File: config.mk
export PLATFORM = sky130hd
export DESIGN_NAME = mac_stats_increment_pulses
export DESIGN_NICKNAME = d
export VERILOG_FILES = /design/src/verilog/mac_stats_pkg.sv /design/src/verilog/mac_stats_increment_pulses.sv
export VERILOG_INCLUDE_DIRS = /design/src /design/src/verilog
export SDC_FILE = /design/constraint.sdc
export NUM_CORES = 1
export LEC_CHECK = 0
export BUFFER_PORTS_ARGS = -buffer_cell sky130_fd_sc_hd__buf_2
export CAP_MARGIN = 25
export CORE_ASPECT_RATIO = 0.5
export CORE_UTILIZATION = 43
export CTS_BUF_LIST = sky130_fd_sc_hd__clkbuf_8
export CTS_CLUSTER_SIZE = 14
export DETAILED_ROUTE_END_ITERATION = 8
export GPL_TIMING_DRIVEN = 0
export PLACE_DENSITY = 0.82
export SYNTH_ARGS = -nofsm -noshare
export SYNTH_HDL_FRONTEND = slang
export SYNTH_SLANG_ARGS = --single-unit
File: constraint.sdc
create_clock -name clk -period 0.8 [get_ports clk]
set_input_delay 0.08 -clock clk [delete_from_list [all_inputs] [get_ports clk]]
set_output_delay 0.08 -clock clk [all_outputs]
set_load 0.02 [all_outputs]
File: src/verilog/mac_stats_params.svh
`ifndef MAC_STATS_PARAMS_SVH
`define MAC_STATS_PARAMS_SVH

// width of one increment vector
`define INC_W          25

// bit positions inside an increment vector
`define INC_64         0
`define INC_127        1
`define INC_255        2
`define INC_511        3
`define INC_1023       4
`define INC_1518       5
`define INC_MAX        6
`define INC_OVER       7
`define INC_MC_DATA_E  8
`define INC_MC_DATA_O  9
`define INC_BC_DATA_E  10
`define INC_BC_DATA_O  11
`define INC_UC_DATA_E  12
`define INC_UC_DATA_O  13
`define INC_MC_CTRL    14
`define INC_BC_CTRL    15
`define INC_UC_CTRL    16
`define INC_PAUSE      17
`define INC_FCS_ERR    18
`define INC_FRAGMENT   19
`define INC_JABBER     20
`define INC_SIZEOK_FCS 21
`define INC_RUNT       22
`define INC_SPARE0     23
`define INC_SPARE1     24

// length bin limits in bytes
`define LEN_64         16'h0040
`define LEN_127        16'h007F
`define LEN_255        16'h00FF
`define LEN_511        16'h01FF
`define LEN_1023       16'h03FF
`define LEN_1518       16'h05EE

// default maximum legal frame length in bytes
`define MAX_LEN_DEF    16'h05EE

// reset value of every increment vector
`define INC_RST        25'h0000000

`endif

File: src/verilog/mac_stats_pkg.sv
`default_nettype none
package mac_stats_pkg;
`include "mac_stats_params.svh"

    // complete state of the increment generator
    typedef struct packed {
        logic [`INC_W-1:0] tx_inc;    // tx pulses to the top level
        logic [`INC_W-1:0] rx_inc;    // rx pulses to the top level
        logic [`INC_W-1:0] csr_tx;    // tx pulses to the counter block
        logic [`INC_W-1:0] csr_rx;    // rx pulses to the counter block
    } state_type;

endpackage : mac_stats_pkg
`default_nettype wire

File: src/verilog/mac_stats_increment_pulses.sv
// Overview of operation
// RULE1: all pulses always appear as top outputs; the tx runt bit 22 reaches only csr_tx_inc
// RULE2: counter option also feeds pulses to counters
// RULE3: tx and rx pulses generated on clk
// RULE4: tx bins 64 and 65-127 pulse once
// RULE5: tx bins 128-255 and 256-511 pulse once
// RULE6: tx bins 512-1023 and 1024-1518 pulse once
// RULE7: tx maximum-size and oversize pulses
// RULE8: tx multicast data errored and valid pulses
// RULE9: tx broadcast data errored and valid pulses
// RULE10: tx unicast data errored and valid pulses
// RULE11: tx control-class pulses per address type
// RULE12: tx valid pause frame pulse
// RULE13: tx frame check error pulse
// RULE14: tx fragment: under 64 with crc error
// RULE15: tx jabber: oversize with crc error
// RULE16: tx valid size with fcs error pulse
// RULE17: rx runt packet pulse
// RULE18: rx bins 64 and 65-127 pulse once
// RULE19: rx bins 128-255 and 256-511 pulse once
// RULE20: rx bins 512-1023 and 1024-1518 pulse once
// RULE21: rx maximum-size and oversize pulses
// RULE22: rx multicast/broadcast errored, multicast valid pulses
// RULE23: rx broadcast valid data pulse
// RULE24: rx unicast data errored and valid pulses
// RULE25: rx fcs pulse independent of client stream
// RULE26: rx fragment: under 64 with crc error
// RULE27: one-cycle high pulse, once per frame
`timescale 1ns/1ps
`default_nettype none
`include "mac_stats_params.svh"
module mac_stats_increment_pulses
    import mac_stats_pkg::*;
#(
    parameter int                  LEN_W    = 16,           // frame length width
    parameter logic [LEN_W-1:0]    MAX_LEN  = `MAX_LEN_DEF, // maximum legal length
    parameter bit                  STATS_EN = 1'b1          // counter module built
) (
    input  wire logic              clk,                 // mac clock
    input  wire logic              reset_n,             // async reset, active low
    // tx frame report, one cycle at end of frame
    input  wire logic              tx_frame_done,       // tx frame finished
    input  wire logic [LEN_W-1:0]  tx_frame_len,        // tx length in bytes
    input  wire logic              tx_is_mcast,         // tx multicast address
    input  wire logic              tx_is_bcast,         // tx broadcast address
    input  wire logic              tx_is_ctrl,          // tx control frame
    input  wire logic              tx_is_pause,         // tx pause frame
    input  wire logic              tx_fcs_err,          // tx crc error
    // rx frame report, one cycle when mac has checked fcs
    input  wire logic              rx_frame_done,       // rx frame finished
    input  wire logic [LEN_W-1:0]  rx_frame_len,        // rx length in bytes
    input  wire logic              rx_is_mcast,         // rx multicast address
    input  wire logic              rx_is_bcast,         // rx broadcast address
    input  wire logic              rx_is_ctrl,          // rx control frame
    input  wire logic              rx_is_pause,         // rx pause frame
    input  wire logic              rx_fcs_err,          // rx crc error
    // tx increment pulses
    output logic                   tx_inc_64,           // 64 bytes
    output logic                   tx_inc_127,          // 65-127 bytes
    output logic                   tx_inc_255,          // 128-255 bytes
    output logic                   tx_inc_511,          // 256-511 bytes
    output logic                   tx_inc_1023,         // 512-1023 bytes
    output logic                   tx_inc_1518,         // 1024-1518 bytes
    output logic                   tx_inc_max,          // maximum size
    output logic                   tx_inc_over,         // oversize
    output logic                   tx_inc_mcast_data_e, // errored multicast data
    output logic                   tx_inc_mcast_data_o, // valid multicast data
    output logic                   tx_inc_bcast_data_e, // errored broadcast data
    output logic                   tx_inc_bcast_data_o, // valid broadcast data
    output logic                   tx_inc_ucast_data_e, // errored unicast data
    output logic                   tx_inc_ucast_data_o, // valid unicast data
    output logic                   tx_inc_mcast_ctrl,   // valid multicast
    output logic                   tx_inc_bcast_ctrl,   // valid broadcast
    output logic                   tx_inc_ucast_ctrl,   // valid unicast
    output logic                   tx_inc_pause,        // valid pause
    output logic                   tx_inc_fcs_err,      // fcs error
    output logic                   tx_inc_fragment,     // short with crc error
    output logic                   tx_inc_jabber,       // oversize with crc error
    output logic                   tx_inc_sizeok_fcser, // good size, fcs error
    // rx increment pulses
    output logic                   rx_inc_runt,         // runt packet
    output logic                   rx_inc_64,           // 64 bytes
    output logic                   rx_inc_127,          // 65-127 bytes
    output logic                   rx_inc_255,          // 128-255 bytes
    output logic                   rx_inc_511,          // 256-511 bytes
    output logic                   rx_inc_1023,         // 512-1023 bytes
    output logic                   rx_inc_1518,         // 1024-1518 bytes
    output logic                   rx_inc_max,          // maximum size
    output logic                   rx_inc_over,         // oversize
    output logic                   rx_inc_mcast_data_e, // errored multicast data
    output logic                   rx_inc_mcast_data_o, // valid multicast data
    output logic                   rx_inc_bcast_data_e, // errored broadcast data
    output logic                   rx_inc_bcast_data_o, // valid broadcast data
    output logic                   rx_inc_ucast_data_e, // errored unicast data
    output logic                   rx_inc_ucast_data_o, // valid unicast data
    output logic                   rx_inc_mcast_ctrl,   // valid multicast
    output logic                   rx_inc_bcast_ctrl,   // valid broadcast
    output logic                   rx_inc_ucast_ctrl,   // valid unicast
    output logic                   rx_inc_pause,        // valid pause
    output logic                   rx_inc_fcs_err,      // fcs error
    output logic                   rx_inc_fragment,     // short with crc error
    output logic                   rx_inc_jabber,       // oversize with crc error
    output logic                   rx_inc_sizeok_fcser, // good size, fcs error
    // copies for the counter block, zero when it is not built
    output logic [`INC_W-1:0]      csr_tx_inc,          // tx counter increments
    output logic [`INC_W-1:0]      csr_rx_inc           // rx counter increments
);

    state_type state_r;
    state_type state_nxt;

    // classify one finished frame into its increment vector
    function automatic logic [`INC_W-1:0] classify(
        input logic             done,
        input logic [LEN_W-1:0] len,
        input logic             mcast,
        input logic             bcast,
        input logic             ctrl,
        input logic             pause,
        input logic             fcs
    );
        logic [`INC_W-1:0] v;
        logic              ucast;
        logic              short_f;
        logic              over_f;
        logic              good;
        v       = `INC_RST;
        ucast   = !mcast && !bcast;
        short_f = len < `LEN_64;
        over_f  = len > MAX_LEN;
        good    = !fcs;

        // size bins
        v[`INC_64]         = len == `LEN_64;
        v[`INC_127]        = len > `LEN_64 && len <= `LEN_127;
        v[`INC_255]        = len > `LEN_127 && len <= `LEN_255;
        v[`INC_511]        = len > `LEN_255 && len <= `LEN_511;
        v[`INC_1023]       = len > `LEN_511 && len <= `LEN_1023;
        v[`INC_1518]       = len > `LEN_1023 && len <= `LEN_1518;
        v[`INC_MAX]        = len == MAX_LEN;
        v[`INC_OVER]       = over_f;

        // data frames by address type and error
        v[`INC_MC_DATA_E]  = mcast && !ctrl && fcs;
        v[`INC_MC_DATA_O]  = mcast && !ctrl && good;
        v[`INC_BC_DATA_E]  = bcast && !ctrl && fcs;
        v[`INC_BC_DATA_O]  = bcast && !ctrl && good;
        v[`INC_UC_DATA_E]  = ucast && !ctrl && fcs;
        v[`INC_UC_DATA_O]  = ucast && !ctrl && good;

        // control class, any valid frame of the address type
        v[`INC_MC_CTRL]    = mcast && good;
        v[`INC_BC_CTRL]    = bcast && good;
        v[`INC_UC_CTRL]    = ucast && good;
        v[`INC_PAUSE]      = pause && good;

        // error categories
        v[`INC_FCS_ERR]    = fcs;
        v[`INC_FRAGMENT]   = short_f && fcs;
        v[`INC_JABBER]     = over_f && fcs;
        v[`INC_SIZEOK_FCS] = fcs && !short_f && !over_f;
        v[`INC_RUNT]       = short_f && good;

        // nothing is raised without a frame end
        classify = done ? v : `INC_RST;
    endfunction : classify

    // next state: one vector per direction, copies when counters exist
    always_comb begin
        state_nxt        = state_r;
        state_nxt.tx_inc = classify(tx_frame_done, tx_frame_len, tx_is_mcast, // RULE3
                                    tx_is_bcast, tx_is_ctrl, tx_is_pause,
                                    tx_fcs_err);
        // rx errors count when the mac checks, not when the client sees them
        state_nxt.rx_inc = classify(rx_frame_done, rx_frame_len, rx_is_mcast, // RULE25
                                    rx_is_bcast, rx_is_ctrl, rx_is_pause,
                                    rx_fcs_err);
        state_nxt.csr_tx = STATS_EN ? state_nxt.tx_inc : `INC_RST; // RULE2
        state_nxt.csr_rx = STATS_EN ? state_nxt.rx_inc : `INC_RST; // RULE2
    end

    // state register
    always_ff @(posedge clk or negedge reset_n) begin
        if (!reset_n) begin
            state_r <= '0;
        end else begin
            state_r <= state_nxt;
        end
    end

    // tx outputs straight from the register
    assign tx_inc_64           = state_r.tx_inc[`INC_64];         // RULE4
    assign tx_inc_127          = state_r.tx_inc[`INC_127];        // RULE4
    assign tx_inc_255          = state_r.tx_inc[`INC_255];        // RULE5
    assign tx_inc_511          = state_r.tx_inc[`INC_511];        // RULE5
    assign tx_inc_1023         = state_r.tx_inc[`INC_1023];       // RULE6
    assign tx_inc_1518         = state_r.tx_inc[`INC_1518];       // RULE6
    assign tx_inc_max          = state_r.tx_inc[`INC_MAX];        // RULE7
    assign tx_inc_over         = state_r.tx_inc[`INC_OVER];       // RULE7

    // data frames by address type
    assign tx_inc_mcast_data_e = state_r.tx_inc[`INC_MC_DATA_E];  // RULE8
    assign tx_inc_mcast_data_o = state_r.tx_inc[`INC_MC_DATA_O];  // RULE8
    assign tx_inc_bcast_data_e = state_r.tx_inc[`INC_BC_DATA_E];  // RULE9
    assign tx_inc_bcast_data_o = state_r.tx_inc[`INC_BC_DATA_O];  // RULE9
    assign tx_inc_ucast_data_e = state_r.tx_inc[`INC_UC_DATA_E];  // RULE10
    assign tx_inc_ucast_data_o = state_r.tx_inc[`INC_UC_DATA_O];  // RULE10

    // control class and pause
    assign tx_inc_mcast_ctrl   = state_r.tx_inc[`INC_MC_CTRL];    // RULE11
    assign tx_inc_bcast_ctrl   = state_r.tx_inc[`INC_BC_CTRL];    // RULE11
    assign tx_inc_ucast_ctrl   = state_r.tx_inc[`INC_UC_CTRL];    // RULE11
    assign tx_inc_pause        = state_r.tx_inc[`INC_PAUSE];      // RULE12

    // error classes
    assign tx_inc_fcs_err      = state_r.tx_inc[`INC_FCS_ERR];    // RULE13
    assign tx_inc_fragment     = state_r.tx_inc[`INC_FRAGMENT];   // RULE14
    assign tx_inc_jabber       = state_r.tx_inc[`INC_JABBER];     // RULE15
    assign tx_inc_sizeok_fcser = state_r.tx_inc[`INC_SIZEOK_FCS]; // RULE16

    // rx outputs straight from the register
    assign rx_inc_runt         = state_r.rx_inc[`INC_RUNT];       // RULE17
    assign rx_inc_64           = state_r.rx_inc[`INC_64];         // RULE18
    assign rx_inc_127          = state_r.rx_inc[`INC_127];        // RULE18
    assign rx_inc_255          = state_r.rx_inc[`INC_255];        // RULE19
    assign rx_inc_511          = state_r.rx_inc[`INC_511];        // RULE19
    assign rx_inc_1023         = state_r.rx_inc[`INC_1023];       // RULE20
    assign rx_inc_1518         = state_r.rx_inc[`INC_1518];       // RULE20
    assign rx_inc_max          = state_r.rx_inc[`INC_MAX];        // RULE21
    assign rx_inc_over         = state_r.rx_inc[`INC_OVER];       // RULE21

    // data frames by address type
    assign rx_inc_mcast_data_e = state_r.rx_inc[`INC_MC_DATA_E];  // RULE22
    assign rx_inc_mcast_data_o = state_r.rx_inc[`INC_MC_DATA_O];  // RULE22
    assign rx_inc_bcast_data_e = state_r.rx_inc[`INC_BC_DATA_E];  // RULE22
    assign rx_inc_bcast_data_o = state_r.rx_inc[`INC_BC_DATA_O];  // RULE23
    assign rx_inc_ucast_data_e = state_r.rx_inc[`INC_UC_DATA_E];  // RULE24
    assign rx_inc_ucast_data_o = state_r.rx_inc[`INC_UC_DATA_O];  // RULE24

    // control class and pause
    assign rx_inc_mcast_ctrl   = state_r.rx_inc[`INC_MC_CTRL];
    assign rx_inc_bcast_ctrl   = state_r.rx_inc[`INC_BC_CTRL];
    assign rx_inc_ucast_ctrl   = state_r.rx_inc[`INC_UC_CTRL];
    assign rx_inc_pause        = state_r.rx_inc[`INC_PAUSE];

    // error classes
    assign rx_inc_fcs_err      = state_r.rx_inc[`INC_FCS_ERR];    // RULE25
    assign rx_inc_fragment     = state_r.rx_inc[`INC_FRAGMENT];   // RULE26
    assign rx_inc_jabber       = state_r.rx_inc[`INC_JABBER];
    assign rx_inc_sizeok_fcser = state_r.rx_inc[`INC_SIZEOK_FCS];

    // counter block copies, always present as ports
    assign csr_tx_inc = state_r.csr_tx; // RULE1
    assign csr_rx_inc = state_r.csr_rx; // RULE1

    // tx 64-byte frame gives a 64 bin pulse next cycle
    tx_bin_64_a: assert property (@(posedge clk) disable iff (!reset_n) // RULE4
        tx_frame_done && tx_frame_len == `LEN_64
        |=> tx_inc_64 && !tx_inc_127)
        else $error("tx 64 byte bin missed");

    // tx 1024-1518 bin covers its whole range
    tx_bin_1518_a: assert property (@(posedge clk) disable iff (!reset_n) // RULE6
        tx_frame_done && tx_frame_len > `LEN_1023 && tx_frame_len <= `LEN_1518
        |=> tx_inc_1518 && !tx_inc_1023)
        else $error("tx 1518 bin wrong");

    // tx pulses need a frame end one cycle before
    tx_once_frame_a: assert property (@(posedge clk) disable iff (!reset_n) // RULE27
        (state_r.tx_inc != `INC_RST)
        |-> $past(tx_frame_done))
        else $error("tx pulse without frame");

    // an isolated tx fcs error pulse lasts one cycle
    tx_pulse_width_a: assert property (@(posedge clk) disable iff (!reset_n) // RULE27
        tx_inc_fcs_err && !tx_frame_done
        |=> !tx_inc_fcs_err)
        else $error("tx pulse too long");

    // tx fragment ties short length to crc error
    tx_fragment_a: assert property (@(posedge clk) disable iff (!reset_n) // RULE14
        tx_frame_done && tx_frame_len < `LEN_64 && tx_fcs_err
        |=> tx_inc_fragment && tx_inc_fcs_err && !tx_inc_sizeok_fcser)
        else $error("tx fragment missed");

    // tx jabber is oversize with crc error
    tx_jabber_a: assert property (@(posedge clk) disable iff (!reset_n) // RULE15
        tx_inc_jabber
        |-> tx_inc_over && tx_inc_fcs_err)
        else $error("tx jabber without cause");

    // tx unicast errored and valid data never both pulse
    tx_data_excl_a: assert property (@(posedge clk) disable iff (!reset_n) // RULE10
        !(tx_inc_ucast_data_e && tx_inc_ucast_data_o))
        else $error("tx unicast both classes");

    // valid pause frame gives a pause pulse
    tx_pause_a: assert property (@(posedge clk) disable iff (!reset_n) // RULE12
        tx_frame_done && tx_is_pause && !tx_fcs_err
        |=> tx_inc_pause)
        else $error("tx pause missed");

    // rx runt is short and good
    rx_runt_a: assert property (@(posedge clk) disable iff (!reset_n) // RULE17
        rx_frame_done && rx_frame_len < `LEN_64 && !rx_fcs_err
        |=> rx_inc_runt && !rx_inc_fragment)
        else $error("rx runt missed");

    // rx broadcast valid data pulse
    rx_bcast_valid_a: assert property (@(posedge clk) disable iff (!reset_n) // RULE23
        rx_frame_done && rx_is_bcast && !rx_is_ctrl && !rx_fcs_err
        |=> rx_inc_bcast_data_o && !rx_inc_bcast_data_e)
        else $error("rx broadcast valid missed");

    // with counters built, the rx fcs error copy follows its top pulse
    csr_copy_a: assert property (@(posedge clk) disable iff (!reset_n) // RULE2
        STATS_EN
        |-> csr_rx_inc[`INC_FCS_ERR] == rx_inc_fcs_err)
        else $error("counter copy differs");

    // tx crc error on a legal size frame
    tx_sizeok_a: assert property (@(posedge clk) disable iff (!reset_n) // RULE16
        tx_frame_done && tx_fcs_err && tx_frame_len >= `LEN_64 && tx_frame_len <= MAX_LEN
        |=> tx_inc_sizeok_fcser && !tx_inc_fragment && !tx_inc_jabber)
        else $error("tx size valid fcs missed");

    // rx oversize frame is not maximum size
    rx_over_a: assert property (@(posedge clk) disable iff (!reset_n) // RULE21
        rx_frame_done && rx_frame_len > MAX_LEN
        |=> rx_inc_over && !rx_inc_max)
        else $error("rx oversize missed");

    // rx unicast data splits on the crc result
    rx_ucast_data_a: assert property (@(posedge clk) disable iff (!reset_n) // RULE24
        rx_frame_done && !rx_is_mcast && !rx_is_bcast && !rx_is_ctrl
        |=> rx_inc_ucast_data_e == $past(rx_fcs_err) && rx_inc_ucast_data_o != $past(rx_fcs_err))
        else $error("rx unicast data class wrong");

    // rx fragment is short with crc error
    rx_fragment_a: assert property (@(posedge clk) disable iff (!reset_n) // RULE26
        rx_frame_done && rx_frame_len < `LEN_64 && rx_fcs_err
        |=> rx_inc_fragment && rx_inc_fcs_err && !rx_inc_runt)
        else $error("rx fragment missed");

endmodule : mac_stats_increment_pulses
`default_nettype wire

Word level (Yosys, flattened, before mapping)

Index checks and enable logic that the tools add are counted.

Register bits: 46
Logic and storage cells: 92
Output and inout port bits: 95
Input bits: 46

Eq/ne operators: 4
Reductions and logical operators: 60
Multiplexer cells: 2
$lt $le $gt $ge: 24

Operators with widths:

| operator                                               | count |
|---|---|
| > comparator 16 x 7 -> 1 bit (second input constant)   | 4 |
| logical AND 1 bit                                      | 48 |
| 2-to-1 mux 23 bit                                      | 2 |
| equality test 16 x 11 -> 1 bit (second input constant) | 2 |
| equality test 16 x 7 -> 1 bit (second input constant)  | 2 |
| > comparator 16 x 10 -> 1 bit (second input constant)  | 2 |
| > comparator 16 x 11 -> 1 bit (second input constant)  | 2 |
| > comparator 16 x 8 -> 1 bit (second input constant)   | 2 |
| > comparator 16 x 9 -> 1 bit (second input constant)   | 2 |
| <= comparator 16 x 10 -> 1 bit (second input constant) | 2 |
| <= comparator 16 x 11 -> 1 bit (second input constant) | 2 |
| <= comparator 16 x 7 -> 1 bit (second input constant)  | 2 |
| <= comparator 16 x 8 -> 1 bit (second input constant)  | 2 |
| <= comparator 16 x 9 -> 1 bit (second input constant)  | 2 |
| < comparator 16 x 7 -> 1 bit (second input constant)   | 2 |
| zero test 1 bit                                        | 12 |

Longest topological paths before layout

Gate-level depths: netlist of the first run.

Word-level depth: 5
Mapped depth: 4

Worst setup path after synthesis of the first run

No wires, ideal clock.

Path type: input port to flip-flop
Start point: in tx_frame_len[15]
End point: reg state_r, in the netlist tx_inc_jabber
Path buffers: 0
Required time: 0.681 ns
Setup time: 0.119 ns
Setup slack: -0.549 ns
Arrival time: 1.230 ns
Stages: 4
Cells stage by stage: or4_4 > a211o_1 > a2bb2oi_2 > and2_1

RTL lines:

| what                   | line                              | text |
|---|---|---|
| start: declaration     | mac_stats_increment_pulses.sv:43  | `input wire logic [LEN_W-1:0] tx_frame_len,` |
| end signal: assignment | mac_stats_increment_pulses.sv:187 | `state_r <= state_nxt;` |
| end: declaration       | mac_stats_increment_pulses.sv:109 | `state_type state_r;` |

==> flow_metrics.py, run 1 <==
metrics = {
    "cts": {
        "htree_levels": 2,
        "cts_num_sinks": 46,
        "cts_tree": "yes",
        "cts-root-buf": "clkbuf_8",
        "cts_made_buffers": 5,
        "clkTransAtPathRegs_ps": 80,
        "clk_path_buf_depth": 2,
    },
    "worst_setup_path": {
        "crit_slowest_cell": "or4_4",
        "path_buf_inv": 2,
        "cp-end-kind": "register",
        "slowest_delay_ps": 560,
        "cp_max_fo": 4,
        "start_kind": "primary input",
        "cp_cell_sequence": "buf_6 -> or4_4 -> nor3_4 -> buf_4 -> nand4_1 -> nor2b_1",
        "critPathKind": "primary input to register",
        "arrival_ps": 1430,
        "crit_required_ps": 1010,
        "cp_top_family": "simple AND/OR/NAND/NOR gates",
    },
    "run_status": {
        "status": "complete, but fails checks",
        "violations": "negative setup slack",
    },
    "sta": {
        "drv_slew": 0,
        "period_needed_ps": 1222,
        "final.period_utilization_pct": 152.7,
        "rsz0062_at_grt": "yes",
        "post-route-worst-setup-slack_ps": -421.6,
        "fmax_mhz": 818.6,
        "holdWs_ps": 9.080,
        "hold_viol": 0,
        "setup_viol_count_final": 113,
    },
    "die": {
        "ios": 141,
        "initial_utilization_pct": 46.26,
        "die_w_um": 101.0,
        "fp-row-count": 17,
        "die_area_mm2": 0.005198,
        "coreArea_mm2": 0.004552,
        "die_h_um": 51.49,
    },
    "routing": {
        "wl_per_cell_um": 20.60,
        "dr.pass1.iters": 4,
        "drc_errors": 0,
        "avgViaCountPerCell": 5.171,
        "totalWireLength_um": 8569,
        "first_iter_violations": 73,
        "ant_nets": 0,
        "vias": 2151,
    },
    "power_and_ir_drop": {
        "combPwrFrac_pct": 20.4,
        "power_frac_clock_pct": 28.4,
        "p_sw_share_pct": 27.66,
        "p_leak_uw": 0.002024,
        "seq_power_share_pct": 51.2,
        "peakVddDrop_uv": 810.9,
        "p_sw_uw": 1307,
        "powerDensity_mw_per_mm2": 1178,
        "p_int_uw": 3419,
    },
    "cells_and_area": {
        "layout_common_cells": "buf_6 (140), dfrtp_1 (45), buf_2 (40)",
        "area_growth_syn_to_layout_pct": 90.55,
        "fin_util_pct": 88.15,
        "n_fill_cell": 170,
        "n_antenna_cell": 0,
        "layout.cells.non_filler": 416,
        "layout_commonest_cell": "buf_6",
        "drive_gt1_share_pct": 64.00,
        "final_cell_area_mm2": 0.004013,
        "nets": 396,
    },
    "synth": {
        "netlist_instances": 191,
        "yosysWarningCount": 0,
        "ys_ff_latch": 46,
        "synth_area_mm2": 0.002106,
        "yosysSeqAreaShare_pct": 54.66,
        "syn_area_per_cell_um2": 11.02,
        "ys_types": 31,
    },
    "global_route": {
        "overflow": 0,
        "grt_max_degree": 47,
        "grt_pass1_vias": 2290,
        "busiest_layer": "met2",
        "use_met1_pct": 38.55,
        "grt.total_usage_pct": 33.40,
        "use_met2_pct": 60.27,
        "antenna_found_initial": 0,
        "grt_pass1_wl_um": 12450,
        "met3_usage_pct": 6.156,
    },
    "min_path": {
        "min_from": "tx_frame_len[8]",
        "min_to": "tx_inc_255",
        "hold_depth": 2,
        "hold_path_class": "primary input to register",
    },
    "place": {
        "placed_cell_area_mm2": 0.002905,
        "dp_cells": 396,
        "io_buffers": 136,
        "dpl.hpwl_um": 4010,
        "place.gp.congestion": 0.8073,
    },
    "job": {
        "max_cap_viol_count": 0,
    },
}
## cell usage after synthesis
cell type | n | area, um2
nand3b_1 | 1 | 7.510
nor2_1 | 14 | 52.55
a21o_1 | 1 | 7.510
a211o_1 | 1 | 8.760
o31ai_1 | 1 | 7.510
nor3b_1 | 9 | 67.56
and2_1 | 8 | 50.05
nor3_4 | 1 | 16.27
nand4bb_1 | 1 | 11.26
buf_4 | 49 | 367.9
nand2b_1 | 3 | 18.77
inv_1 | 6 | 22.52
nand2_1 | 7 | 26.28
conb_1 | 1 | 3.750
and3_1 | 4 | 25.02
nor4_1 | 8 | 50.05
nand4b_1 | 1 | 8.760
nand4_1 | 4 | 25.02
nor4b_1 | 3 | 26.28
a2bb2oi_2 | 1 | 15.01
a31oi_1 | 1 | 6.260
or3_1 | 1 | 6.260
or4_1 | 1 | 7.510
nor3b_2 | 2 | 25.02
dfrtp_1 | 46 | 1151
nor3_1 | 6 | 30.03
a21oi_1 | 2 | 10.01
o211ai_1 | 1 | 7.510
nand3_1 | 4 | 20.02
or4_4 | 1 | 11.26
nor2b_1 | 2 | 12.51
## power by group through the flow
stage	combinational [uW]	sequential, uW	clock, uW
2_1_floorplan	269	2500	0
3_3_place_gp	638	2440	0
3_5_place_dp	662	2440	0
4_1_cts	873	2410	1290
5_1_grt	1010	2420	1450
6_report	963	2420	1340
## through the flow
| step | setup TNS, ps | total power, uW | setup slack, ps |
|---|---|---|---|
| floorplan | -5877 | 2766 | -489.8 |
| global placement | -13200 | 3075 | -635.5 |
| detailed placement | -17390 | 3100 | -672.5 |
| CTS | -19270 | 4577 | -360.8 |
| global route | -24700 | 4888 | -421.9 |
| finish | -21750 | 4726 | -421.6 |
## logic make-up after synthesis
kind of cell,after synthesis,share of synthesized area [%]
other cells,1,0.1781
flops,46,54.66
simple gates,81,23.65
compound gates,8,2.971
buf+inv,55,18.54
## worst max path at each step
stage	from	endpoint	slack [ps]	depth (start not counted)
finish	tx_frame_len[15]	tx_inc_127	-420	6
global route	tx_frame_len[15]	tx_inc_127	-420	6
CTS	tx_frame_len[15]	tx_inc_sizeok_fcser	-360	5
detailed placement	tx_frame_len[12]	tx_inc_sizeok_fcser	-670	5
global placement	tx_frame_len[12]	tx_inc_over	-640	5
floorplan	tx_frame_len[12]	tx_inc_jabber	-490	4
## per-layer routing
layer  up-vias  part of all wire [%]  wire [um]
li1        917                     -          -
met1      1039                    37       3154
met2       157                    51       4396
met3        38                   6.9        593
met4         0                   5.0        425
met5         -                     0          0
## repair_timing
action	in CTS	in global routing
hold endpoints to repair	50	46
hold buffers	3	1
pin swaps	11	6
resized for setup	254	11
endpoints found under the setup margin	109	113
buffers inserted	5	3
## cell type report
cell class | count | area [um2] | share of cell area, %
Clock inverter | 2 | 7.507 | 0.1871
Timing Repair Buffer | 149 | 1423 | 35.45
Buffer | 49 | 536.8 | 13.38
Sequential cell | 46 | 1152 | 28.72
Multi-Input combinational cell | 93 | 719.4 | 17.93
Clock buffer | 5 | 68.82 | 1.715
Inverter | 6 | 22.52 | 0.5613
Tap cell | 66 | 82.58 | 2.058
No activity file was read; power rests on OpenSTA's default activity.
==> run 2: changes to the inputs <==
Settings changed: CORE_UTILIZATION 43 to 46, PLACE_DENSITY 0.82 to 0.87, SETUP_SLACK_MARGIN from default to 0.1.
Clock period 0.8 ns to 1.5 ns, I/O delays scaled along.
==> run 2 against run 1 <==
The run ends with design-rule violations left. Final cell count decreased by 5.8%. First-iteration DRC count is 19% lower. Setup slack improved by 610 ps. Routed wire length fell by 42%. Global-route usage fell by 13 points. Worst hold slack better by 56 ps. Sequential share of layout area is 9.9 points higher. Clock-buffer cell count increased by 1. Largest power group unchanged.
==> flow_metrics.py, run 2 (synthesis gave the netlist of run 1 again) <==
metrics = {
    "run_status": {
        "status": "complete, but fails checks",
        "violations": "design-rule violations",
    },
    "cts": {
        "cts_num_sinks": 46,
        "clk_path_buf_depth": 2,
        "cts-root-buf": "clkbuf_8",
        "cts_hold_buf": 0,
        "htree_levels": 2,
        "cts_made_buffers": 5,
        "cts_resized": 0,
        "cts_setup_buffers": 0,
        "cts_tree": "yes",
        "clkTransAtPathRegs_ps": 80,
    },
    "die": {
        "initial_utilization_pct": 50.82,
        "die_w_um": 97.69,
        "die_area_mm2": 0.004869,
        "coreArea_mm2": 0.004144,
        "die_h_um": 49.84,
        "ios": 141,
        "fp-row-count": 16,
    },
    "global_route": {
        "overflow": 0,
        "grt_max_degree": 47,
        "grt_pass1_vias": 1681,
        "grt_pass1_wl_um": 7728,
        "antenna_found_initial": 0,
        "grt.total_usage_pct": 20.28,
    },
    "power_and_ir_drop": {
        "p_leak_uw": 0.001808,
        "peakVddDrop_uv": 463.0,
        "p_sw_uw": 594.6,
        "power_frac_clock_pct": 31.1,
        "combPwrFrac_pct": 14.9,
        "p_sw_share_pct": 25.18,
        "powerDensity_mw_per_mm2": 793.1,
        "p_int_uw": 1767,
        "seq_power_share_pct": 54.0,
    },
    "sta": {
        "hold_viol": 0,
        "rsz0062_at_grt": "no",
        "period_needed_ps": 1315,
        "post-route-worst-setup-slack_ps": 185.0,
        "holdWs_ps": 65.15,
        "tns_ps": 0,
        "final.period_utilization_pct": 87.66,
        "setup_viol_count_final": 0,
        "fmax_mhz": 760.5,
        "drv_slew": 0,
    },
    "routing": {
        "dr.pass1.iters": 7,
        "ant_nets": 0,
        "totalWireLength_um": 4938,
        "first_iter_violations": 59,
        "wl_per_cell_um": 12.60,
        "drc_errors": 12,
        "vias": 1830,
        "avgViaCountPerCell": 4.668,
    },
    "worst_setup_path": {
        "start_kind": "primary input",
        "cp_max_fo": 4,
        "crit_required_ps": 1710,
        "arrival_ps": 1520,
        "cp-end-kind": "register",
        "critPathKind": "primary input to register",
    },
    "min_path": {
        "hold_depth": 2,
        "min_from": "tx_frame_len[8]",
        "hold_path_class": "primary input to register",
        "min_to": "tx_inc_255",
    },
    "cells_and_area": {
        "regArea_mm2": 0.001151,
        "n_antenna_cell": 0,
        "layout_commonest_cell": "buf_2",
        "n_fill_cell": 318,
        "nets": 385,
        "layout.cells.non_filler": 392,
        "drive_gt1_share_pct": 58.28,
        "area_growth_syn_to_layout_pct": 41.41,
        "final_cell_area_mm2": 0.002978,
        "layout_common_cells": "buf_2 (136), buf_4 (49), dfrtp_1 (46)",
        "multi_input_area_um2": 575.6,
    },
    "place": {
        "dpl.hpwl_um": 3981,
        "dp_cells": 384,
        "place.gp.congestion": 0.8395,
        "io_buffers": 136,
        "post-place-ws_ps": -121.2,
        "placed_cell_area_mm2": 0.002865,
    },
    "job": {
        "max_cap_viol_count": 0,
    },
}
-- run 2: cell count changes in the layout (fill, tap and decap cells not counted), sizes merged --
cell,before,now
buf,194,186
clkbuf,5,6
inv,8,6
dlymetal6s4s,1,0
dlygate4sd3,3,1
-- run 2: worst max-delay path, cell delays in order --
cell and delay (ps):
buf_2 100, or4_4 560, nor4_1 320, a2bb2oi_2 170, nor3b_2 220
-- run 2: final cells by class --
cell class | count | share of cell area, %
Timing Repair Buffer | 138 | 23.87
Buffer | 49 | 12.35
Inverter | 6 | 0.7563
Tap cell | 54 | 2.269
Sequential cell | 46 | 38.66
Multi-Input combinational cell | 93 | 19.33
Clock buffer | 6 | 2.773
-- run 2: worst max-delay path by stage --
stage,slack [ps],cells past startpoint,from,end
final,190,5,tx_frame_len[15],tx_inc_1518
after global routing,140,5,tx_frame_len[15],tx_inc_jabber
after CTS,180,5,tx_frame_len[15],tx_inc_1518
after detailed placement,-120,5,tx_frame_len[15],tx_inc_1518
after global placement,-70,5,tx_frame_len[15],tx_inc_over
after floorplan,120,4,tx_frame_len[15],tx_inc_jabber
-- run 2: through the flow --
stage | power (uW) | utilization, %
global placement | 1635 | 69.14
CTS | 2364 | 71.14
global route | 2453 | 71.86
detailed placement | 1646 | 69.14
finish | 2362 | 71.86
floorplan | 1473 | -
-- run 2: power by group through the flow --
| stage | sequential (uW) | combinational, uW | clock (uW) |
|---|---|---|---|
| after global routing | 1280 | 384 | 791 |
| after CTS | 1280 | 346 | 742 |
| after floorplan | 1330 | 141 | 0 |
| final | 1270 | 353 | 734 |
| after global placement | 1300 | 335 | 0 |
| after detailed placement | 1300 | 346 | 0 |
-- run 2: layer usage --
| layer | share of wire, % | global-route usage [%] | up-vias |
|---|---|---|---|
| met5 | 0 | 0 | - |
| met4 | 0.20 | 4.545 | 0 |
| met3 | 5.4 | 3.121 | 2 |
| met2 | 52 | 37.59 | 76 |
| met1 | 42 | 25.39 | 861 |
| li1 | - | - | 891 |
